## config.mk

```make
export PLATFORM = sky130hd
export DESIGN_NAME = dual_timer
export DESIGN_NICKNAME = d
export VERILOG_FILES = /design/src/rtl/dual_timer_pkg.sv /design/src/rtl/dual_timer.sv
export VERILOG_INCLUDE_DIRS = /design/src /design/src/rtl
export SDC_FILE = /design/constraint.sdc
export NUM_CORES = 1
export LEC_CHECK = 0
export ABC_AREA = 1
export BUFFER_PORTS_ARGS = -buffer_cell sky130_fd_sc_hd__buf_2
export CAP_MARGIN = 10
export CORE_UTILIZATION = 24
export CTS_BUF_LIST = sky130_fd_sc_hd__clkbuf_8
export DETAILED_ROUTE_END_ITERATION = 10
export SKIP_CTS_REPAIR_TIMING = 1
export SYNTH_ARGS = -nofsm -noshare
export SYNTH_HDL_FRONTEND = slang
export SYNTH_SLANG_ARGS = --single-unit
```

## constraint.sdc

```tcl
create_clock -name pclk -period 2.2 [get_ports pclk]
set_input_delay 0.44 -clock pclk [delete_from_list [all_inputs] [get_ports pclk]]
set_output_delay 0.44 -clock pclk [all_outputs]
set_load 0.03 [all_outputs]
```

## src/rtl/dual_timer_params.svh

```systemverilog
// offsets, field positions, reset values and codes for the dual 16-bit timer
// assumes an APB slave with 32-bit data and byte addresses
// Function
// - config value 0x4 splits the timer into two independent 16-bit channels.
// - both channels behave identically and are configured separately.
// - one-shot/periodic is a 16-bit down-counter plus optional 8-bit prescaler.
// - timer mode field chooses one-shot or periodic counting.
// - enabled counter counts down, reloads load and prescale after 0x0000.
// - one-shot reloads and clears its enable after the 0x0000 step that follows time-out; periodic continues.
// - time-out sets sticky raw flag; masked flag and interrupt when unmasked.
// - trigger enable gives one-clock pulse when counter reaches 0x0000.
// - writing interval load reloads the counter on the next clock.
// - with stall enabled, counter holds while stall signal is asserted.
// - prescale value p makes each decrement take p+1 clocks.
// - capture-mode bit 0 with edge mode counts selected pin edges.
// - each edge decrements by one; match sets raw match flag; masked flag when unmasked.
// - at match, reload, clear enable, ignore edges until re-enabled.
// - prescaler is inactive in edge-time capture mode.
// - capture-mode bit 1 selects free-running edge-time mode from load value.
// - selected edge copies count into value register and sets capture flags.
// - edge-time counter keeps running, reloads from load value at 0x0000.
// - PWM when alternate bit 1, capture bit 0, timer mode 0x2.
// - PWM counts down, reloads after 0x0000, never sets status flags.
// - PWM asserts at load value, deasserts at match value.
// - PWM invert bit inverts the PWM output level.
`ifndef DUAL_TIMER_PARAMS_SVH
`define DUAL_TIMER_PARAMS_SVH

`define OFS_CFG 12'h000
`define OFS_MODE_A 12'h004
`define OFS_MODE_B 12'h008
`define OFS_CTRL 12'h00C
`define OFS_MASK 12'h018
`define OFS_RAW 12'h01C
`define OFS_MSK_ST 12'h020
`define OFS_CLEAR 12'h024
`define OFS_ILR_A 12'h028
`define OFS_ILR_B 12'h02C
`define OFS_MATCH_A 12'h030
`define OFS_MATCH_B 12'h034
`define OFS_PRE_A 12'h038
`define OFS_PRE_B 12'h03C
`define OFS_VAL_A 12'h048
`define OFS_VAL_B 12'h04C

`define CFG_16BIT 3'h4
`define TMR_ONESHOT 2'h1
`define TMR_PERIODIC 2'h2
`define TMR_CAPTURE 2'h3
`define EVT_RISE 2'h0
`define EVT_FALL 2'h1

`define CH_STRIDE 8
`define CTRL_WMASK 16'h6F6F
`define RST_ILR 16'hFFFF
`define RST_CNT 16'hFFFF
`define RST_PRE 8'h00
`define RST_MATCH 16'h0000

`endif

```

## src/rtl/dual_timer_pkg.sv

```systemverilog
// types shared by the dual 16-bit timer
// assumes dual_timer_params.svh supplies all numbers
package dual_timer_pkg;

    typedef struct packed {
        logic ams;
        logic cmr;
        logic [1:0] tmr;
    } chan_mode_t;

    typedef struct packed {
        logic pwm_inv;
        logic ote;
        logic rsv;
        logic [1:0] evt;
        logic stall;
        logic en;
    } chan_ctrl_t;

    typedef struct packed {
        logic capture;
        logic match;
        logic timeout;
    } chan_flags_t;

    typedef enum logic [2:0] {
        FUNC_IDLE,
        FUNC_TIMER,
        FUNC_COUNT,
        FUNC_TIME,
        FUNC_PWM
    } chan_func_t;

endpackage

```

## src/rtl/dual_timer.sv

```systemverilog
// dual 16-bit timer with prescaler, edge count, edge time capture and PWM
// assumes APB master on pclk; capture pins and stall request are asynchronous
`timescale 1ns/1ps
`include "dual_timer_params.svh"

module dual_timer #(
    parameter int CNT_W = 16,
    parameter int PRE_W = 8
) (
    input wire logic pclk,
    input wire logic presetn,
    input wire logic psel,
    input wire logic penable,
    input wire logic pwrite,
    input wire logic [11:0] paddr,
    input wire logic [31:0] pwdata,
    output logic [31:0] prdata,
    output logic pready,
    output logic pslverr,
    input wire logic [1:0] ccp_in,
    input wire logic stall_req,
    output logic [1:0] trigger_out,
    output logic [1:0] pwm_out,
    output logic irq
);

    if (CNT_W != 16 || PRE_W != 8) begin : g_bad_width
        $error("dual_timer supports only a 16-bit counter with 8-bit prescaler");
    end

    // each channel owns one byte lane of the control, mask and status words
    if (`CH_STRIDE != 8) begin : g_bad_stride
        $error("dual_timer expects channel fields one byte apart");
    end

    logic [2:0] cfg_ff;
    dual_timer_pkg::chan_mode_t mode_ff [2];
    logic [15:0] ctrl_ff;
    logic [15:0] mask_ff;
    logic [15:0] raw_ff;
    logic [CNT_W-1:0] ilr_ff [2];
    logic [CNT_W-1:0] match_ff [2];
    logic [PRE_W-1:0] psr_ff [2];
    logic [CNT_W-1:0] cnt_ff [2];
    logic [PRE_W-1:0] pre_ff [2];
    logic [CNT_W-1:0] cap_ff [2];
    logic [1:0] lvl_ff;
    logic [1:0] pwm_ff;
    logic [1:0] trig_ff;
    logic irq_ff;
    logic [31:0] rdata_ff;
    logic ready_ff;
    logic err_ff;
    logic [1:0] ccp_s1_ff;
    logic [1:0] ccp_s2_ff;
    logic [1:0] ccp_d_ff;
    logic stall_s1_ff;
    logic stall_s2_ff;

    logic wr_en;
    logic active;
    logic [1:0] en_clr;
    logic [1:0] ilr_wr;
    logic [15:0] flag_set;
    logic [15:0] flag_clr;
    logic [31:0] nxt_rdata;
    logic nxt_err;

    assign prdata = rdata_ff;
    assign pready = ready_ff;
    assign pslverr = err_ff;
    assign trigger_out = trig_ff;
    assign pwm_out = pwm_ff;
    assign irq = irq_ff;

    // zero-wait decode would need a combinational prdata; one wait state keeps outputs registered
    assign wr_en = psel & penable & pwrite & ready_ff;
    assign active = (cfg_ff == `CFG_16BIT);
    assign ilr_wr[0] = wr_en & (paddr == `OFS_ILR_A);
    assign ilr_wr[1] = wr_en & (paddr == `OFS_ILR_B);
    assign flag_clr = (wr_en & (paddr == `OFS_CLEAR)) ? pwdata[15:0] : 16'h0000;

    // pins cross into pclk through two flops; the edge detector compares the second with a third, delayed flop
    always_ff @(posedge pclk or negedge presetn) begin
        if (!presetn) begin
            ccp_s1_ff <= 2'h0;
            ccp_s2_ff <= 2'h0;
            ccp_d_ff <= 2'h0;
            stall_s1_ff <= 1'b0;
            stall_s2_ff <= 1'b0;
        end else begin
            ccp_s1_ff <= ccp_in;
            ccp_s2_ff <= ccp_s1_ff;
            ccp_d_ff <= ccp_s2_ff;
            stall_s1_ff <= stall_req;
            stall_s2_ff <= stall_s1_ff;
        end
    end

    always_ff @(posedge pclk or negedge presetn) begin
        if (!presetn) begin
            ready_ff <= 1'b0;
            rdata_ff <= 32'h0000_0000;
            err_ff <= 1'b0;
        end else begin
            ready_ff <= psel & penable & ~ready_ff;
            if (psel & penable & ~ready_ff) begin
                rdata_ff <= pwrite ? 32'h0000_0000 : nxt_rdata;
                err_ff <= nxt_err;
            end else begin
                rdata_ff <= 32'h0000_0000;
                err_ff <= 1'b0;
            end
        end
    end

    always_comb begin
        nxt_rdata = 32'h0000_0000;
        nxt_err = 1'b0;
        case (paddr)
            `OFS_CFG: nxt_rdata = {29'h0, cfg_ff};
            `OFS_MODE_A: nxt_rdata = {28'h0, mode_ff[0]};
            `OFS_MODE_B: nxt_rdata = {28'h0, mode_ff[1]};
            `OFS_CTRL: nxt_rdata = {16'h0, ctrl_ff};
            `OFS_MASK: nxt_rdata = {16'h0, mask_ff};
            `OFS_RAW: nxt_rdata = {16'h0, raw_ff};
            `OFS_MSK_ST: nxt_rdata = {16'h0, raw_ff & mask_ff};
            `OFS_CLEAR: nxt_rdata = 32'h0000_0000;
            `OFS_ILR_A: nxt_rdata = {16'h0, ilr_ff[0]};
            `OFS_ILR_B: nxt_rdata = {16'h0, ilr_ff[1]};
            `OFS_MATCH_A: nxt_rdata = {16'h0, match_ff[0]};
            `OFS_MATCH_B: nxt_rdata = {16'h0, match_ff[1]};
            `OFS_PRE_A: nxt_rdata = {24'h0, psr_ff[0]};
            `OFS_PRE_B: nxt_rdata = {24'h0, psr_ff[1]};
            `OFS_VAL_A: nxt_rdata = {16'h0, mode_ff[0].cmr ? cap_ff[0] : cnt_ff[0]};
            `OFS_VAL_B: nxt_rdata = {16'h0, mode_ff[1].cmr ? cap_ff[1] : cnt_ff[1]};
            default: nxt_err = 1'b1;
        endcase
    end

    always_ff @(posedge pclk or negedge presetn) begin
        if (!presetn) begin
            cfg_ff <= 3'h0;
            mode_ff[0] <= '0;
            mode_ff[1] <= '0;
            mask_ff <= 16'h0000;
        end else if (wr_en) begin
            if (paddr == `OFS_CFG) cfg_ff <= pwdata[2:0];
            if (paddr == `OFS_MODE_A) mode_ff[0] <= pwdata[3:0];
            if (paddr == `OFS_MODE_B) mode_ff[1] <= pwdata[3:0];
            if (paddr == `OFS_MASK) mask_ff <= pwdata[15:0] & 16'h0707;
        end
    end

    always_ff @(posedge pclk or negedge presetn) begin
        if (!presetn) begin
            ilr_ff[0] <= `RST_ILR;
            ilr_ff[1] <= `RST_ILR;
            match_ff[0] <= `RST_MATCH;
            match_ff[1] <= `RST_MATCH;
            psr_ff[0] <= `RST_PRE;
            psr_ff[1] <= `RST_PRE;
        end else if (wr_en) begin
            if (ilr_wr[0]) ilr_ff[0] <= pwdata[15:0];
            if (ilr_wr[1]) ilr_ff[1] <= pwdata[15:0];
            if (paddr == `OFS_MATCH_A) match_ff[0] <= pwdata[15:0];
            if (paddr == `OFS_MATCH_B) match_ff[1] <= pwdata[15:0];
            if (paddr == `OFS_PRE_A) psr_ff[0] <= pwdata[7:0];
            if (paddr == `OFS_PRE_B) psr_ff[1] <= pwdata[7:0];
        end
    end

    // a software write to the control word wins over the hardware enable clear
    always_ff @(posedge pclk or negedge presetn) begin
        if (!presetn) begin
            ctrl_ff <= 16'h0000;
        end else if (wr_en && paddr == `OFS_CTRL) begin
            ctrl_ff <= pwdata[15:0] & `CTRL_WMASK;
        end else begin
            ctrl_ff <= ctrl_ff & ~{7'h0, en_clr[1], 7'h0, en_clr[0]};
        end
    end

    // set wins over a clear in the same cycle
    always_ff @(posedge pclk or negedge presetn) begin
        if (!presetn) begin
            raw_ff <= 16'h0000;
            irq_ff <= 1'b0;
        end else begin
            raw_ff <= (raw_ff & ~flag_clr) | flag_set;
            irq_ff <= |(((raw_ff & ~flag_clr) | flag_set) & mask_ff);
        end
    end

    for (genvar ch = 0; ch < 2; ch++) begin : g_ch
        dual_timer_pkg::chan_mode_t md;
        dual_timer_pkg::chan_ctrl_t ct;
        dual_timer_pkg::chan_func_t fn;
        dual_timer_pkg::chan_flags_t evt;
        logic run;
        logic rise;
        logic fall;
        logic edge_hit;
        logic tick;
        logic at_zero;
        logic wrap;
        logic [CNT_W-1:0] cnt_dec;
        logic nxt_lvl;

        assign md = mode_ff[ch];
        assign ct = ctrl_ff[ch*`CH_STRIDE +: 7];
        assign run = active & ct.en & ~(ct.stall & stall_s2_ff);
        assign rise = ccp_s2_ff[ch] & ~ccp_d_ff[ch];
        assign fall = ~ccp_s2_ff[ch] & ccp_d_ff[ch];
        assign tick = (pre_ff[ch] == {PRE_W{1'b0}});
        assign at_zero = (cnt_ff[ch] == {CNT_W{1'b0}});
        // zero lasts a whole prescaled step, so a period is (load+1)*(prescale+1) clocks
        assign wrap = tick & at_zero;
        assign cnt_dec = cnt_ff[ch] - {{(CNT_W-1){1'b0}}, 1'b1};

        always_comb begin
            case (ct.evt)
                `EVT_RISE: edge_hit = rise;
                `EVT_FALL: edge_hit = fall;
                default: edge_hit = rise | fall;
            endcase
        end

        always_comb begin
            fn = dual_timer_pkg::FUNC_IDLE;
            if (md.cmr) begin
                fn = dual_timer_pkg::FUNC_TIME;
            end else if (md.tmr == `TMR_CAPTURE) begin
                fn = dual_timer_pkg::FUNC_COUNT;
            end else if (md.ams && md.tmr == `TMR_PERIODIC) begin
                fn = dual_timer_pkg::FUNC_PWM;
            end else if (!md.ams && (md.tmr == `TMR_ONESHOT || md.tmr == `TMR_PERIODIC)) begin
                fn = dual_timer_pkg::FUNC_TIMER;
            end
        end

        assign evt.timeout = run & (fn == dual_timer_pkg::FUNC_TIMER) & tick &
                             (cnt_ff[ch] == {{(CNT_W-1){1'b0}}, 1'b1});
        assign evt.match = run & (fn == dual_timer_pkg::FUNC_COUNT) & edge_hit &
                           (cnt_dec == match_ff[ch]);
        assign evt.capture = run & (fn == dual_timer_pkg::FUNC_TIME) & edge_hit;
        assign flag_set[ch*`CH_STRIDE +: `CH_STRIDE] = {5'h0, evt};
        assign en_clr[ch] = evt.match | (run & wrap &
                            (fn == dual_timer_pkg::FUNC_TIMER) && md.tmr == `TMR_ONESHOT);

        // prescaler runs only for timer and PWM functions
        always_ff @(posedge pclk or negedge presetn) begin
            if (!presetn) begin
                pre_ff[ch] <= `RST_PRE;
            end else if (ilr_wr[ch]) begin
                pre_ff[ch] <= psr_ff[ch];
            end else if (run && (fn == dual_timer_pkg::FUNC_TIMER || fn == dual_timer_pkg::FUNC_PWM)) begin
                if (tick) begin
                    pre_ff[ch] <= psr_ff[ch];
                end else begin
                    pre_ff[ch] <= pre_ff[ch] - {{(PRE_W-1){1'b0}}, 1'b1};
                end
            end
        end

        always_ff @(posedge pclk or negedge presetn) begin
            if (!presetn) begin
                cnt_ff[ch] <= `RST_CNT;
            end else if (ilr_wr[ch]) begin
                cnt_ff[ch] <= pwdata[CNT_W-1:0];
            end else if (run) begin
                case (fn)
                    dual_timer_pkg::FUNC_TIMER,
                    dual_timer_pkg::FUNC_PWM: begin
                        if (wrap) begin
                            cnt_ff[ch] <= ilr_ff[ch];
                        end else if (tick) begin
                            cnt_ff[ch] <= cnt_dec;
                        end
                    end
                    dual_timer_pkg::FUNC_COUNT: begin
                        if (evt.match) begin
                            cnt_ff[ch] <= ilr_ff[ch];
                        end else if (edge_hit) begin
                            cnt_ff[ch] <= cnt_dec;
                        end
                    end
                    dual_timer_pkg::FUNC_TIME: begin
                        // no prescaler here
                        cnt_ff[ch] <= at_zero ? ilr_ff[ch] : cnt_dec;
                    end
                    default: cnt_ff[ch] <= cnt_ff[ch];
                endcase
            end
        end

        always_ff @(posedge pclk or negedge presetn) begin
            if (!presetn) begin
                cap_ff[ch] <= `RST_CNT;
            end else if (evt.capture) begin
                cap_ff[ch] <= cnt_ff[ch];
            end
        end

        // trigger marks only the first cycle of the zero state, even with a prescaler
        always_ff @(posedge pclk or negedge presetn) begin
            if (!presetn) begin
                trig_ff[ch] <= 1'b0;
            end else begin
                trig_ff[ch] <= ct.ote & evt.timeout;
            end
        end

        always_comb begin
            nxt_lvl = lvl_ff[ch];
            if (!(active && ct.en && fn == dual_timer_pkg::FUNC_PWM)) begin
                nxt_lvl = 1'b0;
            end else if (cnt_ff[ch] == ilr_ff[ch]) begin
                nxt_lvl = 1'b1;
            end else if (cnt_ff[ch] == match_ff[ch]) begin
                nxt_lvl = 1'b0;
            end
        end

        always_ff @(posedge pclk or negedge presetn) begin
            if (!presetn) begin
                lvl_ff[ch] <= 1'b0;
                pwm_ff[ch] <= 1'b0;
            end else begin
                lvl_ff[ch] <= nxt_lvl;
                pwm_ff[ch] <= nxt_lvl ^ ct.pwm_inv;
            end
        end
    end

endmodule // dual_timer

```

==> run metrics <==
cell count after synthesis 2040; synthesized cell area 0.0147 mm²; final hold violation count 0; worst-case clock buffer depth 3; Largest stage delay, worst path a little under 0.4 ns; vias in the first global route around 14000; CTS tree done; max-slew violation count 0; Max transition margin between 50 and 60%; asr flop ratio synth 100%; Iteration-0 DRC Markers between 1000 and 1500; failing checks setup timing; fmax 440 MHz; Slew @ Worst Pin between 0.6 and 0.7 ns; count of buffer and inverter cells on the critical path 2; DIE AREA 0.0621 mm²; RSZ-0062 raised after global routing true; worst path cell trace nor2_1 > buf_4 > nand3_1 > a21oi_2 > nand2_1 > nor2_2 > nand2_2 > nor2_8 > buf_12 > nand2_8 > nand2_2 > nand3_2 > nand2_1 > nand2_1 > nand2_1; hold path endpoint ilr_ff[27]; Seq cells post-synth 238; Pwr Density just under 500 mW/mm²; Crit-path slowest cell dfrtp_1; Routed WL per cell 18.0 µm; routed vias around 15000; worst r2r path cells 15; startpoint types register; Final Skew around 0.035 ns; Post-synth EDFFs 0; GR Overflow Total 0; reg-to-reg slack, setup -0.07 ns; commonest non-fill, non-tap cell in the layout nand2_1; leakage dissipation 0.00917 µW; Max FO, Critical Path 5; Tcrit/Tclk final 103%; Worst Hold Launch pwdata[11]; Critical Path Sink Type register; Total GRT Usage 17.6%; Hold Crit Class in -> reg; top-area cell type share of the netlist area 24.2%; Core ar. 0.0604 mm²; Antenna Nets Post-Route 0; clock sink count approximately 240; Worst path top cell family by delay simple AND/OR/NAND/NOR gates; GPL Wtd Cong roughly 0.94; Starting Density ~24%; Die W 249 µm; Setup CP Type reg -> reg; Mean Syn Cell Area 7.19 µm²; dpl cells 3047; worst hold stages 3; Die Height about 250 µm; commonest cells after routing, fill and taps aside 507 x nand2_1, 241 x inv_1, 231 x o21ai_0; # setup viols final 18; Yosys Warn Count 0; Max Cap Violations 0; pin count of the biggest net entering global routing 63; Final #Nets 2407; commonest register cell after synthesis dfrtp_1; H-Tree Depth 2; crit path DAT 2.80 ns; Fin Hold WS 0.128 ns; initial antenna violation count 2; root buf cell clkbuf_8; PortBufs between 50 and 60; sequential share of the synthesized area 41.4%; # IOs a little over 90; final HPWL from detailed placement 42900 µm; Non-Filler Instances 3156; DRT Pass-1 Iters 5; crit path time final 2.27 ns; clock latency on the worst-skew pair approximately 0.6 ns; first-pass GRT wire length between 80000 and 90000 µm; fin util 32.1%; via/cell ratio 4.73; # DRC 0; post-synth top area cell dfrtp_1; FF-to-FF Start cfg_ff[0]; peak supply drop 395 µV; fill count 6512; library cells used by synthesis 44; top cells by area, synth dfrtp_1 24%, dfstp_2 17%, nand2_1 14%; DRT Wirelength 56700 µm; share of layout cells above drive strength 1 28.1%; status finished with violations; num rows 90; post-route setup slack -0.0707 ns; Req. time, crit path 2.73 ns; RR Endpoint cnt_ff[12]; Inserted Clock Buffers 43; Reg clk slew, reported paths 0.06 ns; Top cell by count, worst path nand2_1; Area Growth Syn to Fin 32.1%
[final cells by class]
| type | count | area [µm²] | area share, % |
|---|---|---|---|
| timing repair buffer | 321 | 2640 | 13.6 |
| multi-input combinational | 1458 | 7660 | 39.6 |
| tap | 782 | 978 | 5.05 |
| antenna | 1 | 2.50 | 0.0129 |
| inverter | 277 | 1040 | 5.37 |
| clock inverter | 19 | 143 | 0.736 |
| clock buffer | 60 | 826 | 4.26 |
| sequential | 238 | 6080 | 31.4 |
[cells by family (layout without fill, tap and decap cells)]
kind of cell | after synthesis | in the layout | share of synthesized area (%)
compound gates | 413 | 413 | 15.6
xor+xnor | 72 | 72 | 4.30
fa+ha+maj | 16 | 16 | 1.37
buf+inv | 362 | 677 | 10.1
flops | 238 | 238 | 41.4
other cells | 1 | 17 | 0.0256
simple gates | 938 | 941 | 27.2
[tightest hold or removal path, cell delays in order]
cell and delay, ns:
buf_2 0.12, nand2_1 0.07, o21ai_0 0.07
[registers in the layout, summed over array words and instances (netlist names), 12 cells and up]
signal and count:
ctrl_ff 12, match_ff 32, raw_ff 16, psr_ff 16, ilr_ff 32, cap_ff 32
cnt_ff 32, prdata 16, pre_ff 16
[where the power goes]
group	switching [µW]	leakage [µW]	internal [µW]
sequential	7.66	0.00290	4400
clock	2020	0.000537	2660
combinational	276	0.00574	94.2
[per-stage QoR]
stage	total power (µW)	area (µm²)	setup TNS, ns	setup slack (ns)
global route	9740	19400	-4.63	-0.193
finish	9460	19400	-0.433	-0.0707
detailed placement	4840	17600	-7.46	-0.490
floorplan	4600	14700	0	0.0600
CTS	9520	18500	-3.54	-0.161
global placement	4840	17600	-8.73	-0.459
[cells in the mapped netlist, types with 2 or more instances]
master,n
nor3b_1,2
xor2_1,55
a21oi_1,62
buf_6,4
o2111ai_1,5
inv_2,32
inv_1,237
nand2_2,16
nor3_1,20
nand2_1,550
dfstp_2,96
nand3b_1,5
o21ai_1,21
nor2_8,2
nand4_1,17
buf_1,4
ha_1,16
nor2_4,10
o21ai_0,234
nor2_1,177
clkbuf_1,39
o221ai_1,2
a22o_1,10
a211oi_1,4
dfrtp_1,142
nor4_1,13
buf_4,20
o31ai_1,2
nand3_1,107
clkinv_1,8
o22ai_1,47
xnor2_1,17
buf_2,17
nor2_2,17
a221oi_1,8
o211ai_1,14
[layer usage]
layer	vias to the layer above	wire length (µm)	GRT usage (%)	share of wire (%)
li1	7181	-	-	-
met5	-	0	0	0
met3	137	4280	2.42	7.5
met1	7003	25800	25.2	46
met4	0	2190	6.67	3.9
met2	600	24400	26.5	43
[worst max path at each step]
stage / startpoint / endpoint / slack (ns) / cells past startpoint
2_1_floorplan: cnt_ff[0] / cnt_ff[13] / 0.06 / 17
3_3_place_gp: paddr[0] / prdata[4] / -0.46 / 13
3_5_place_dp: paddr[1] / prdata[4] / -0.49 / 13
4_1_cts: cfg_ff[0] / ctrl_ff[8] / -0.16 / 12
5_1_grt: cnt_ff[16] / cnt_ff[21] / -0.19 / 17
6_report: cfg_ff[0] / cnt_ff[12] / -0.07 / 15
No activity file was read; power rests on OpenSTA's default activity.
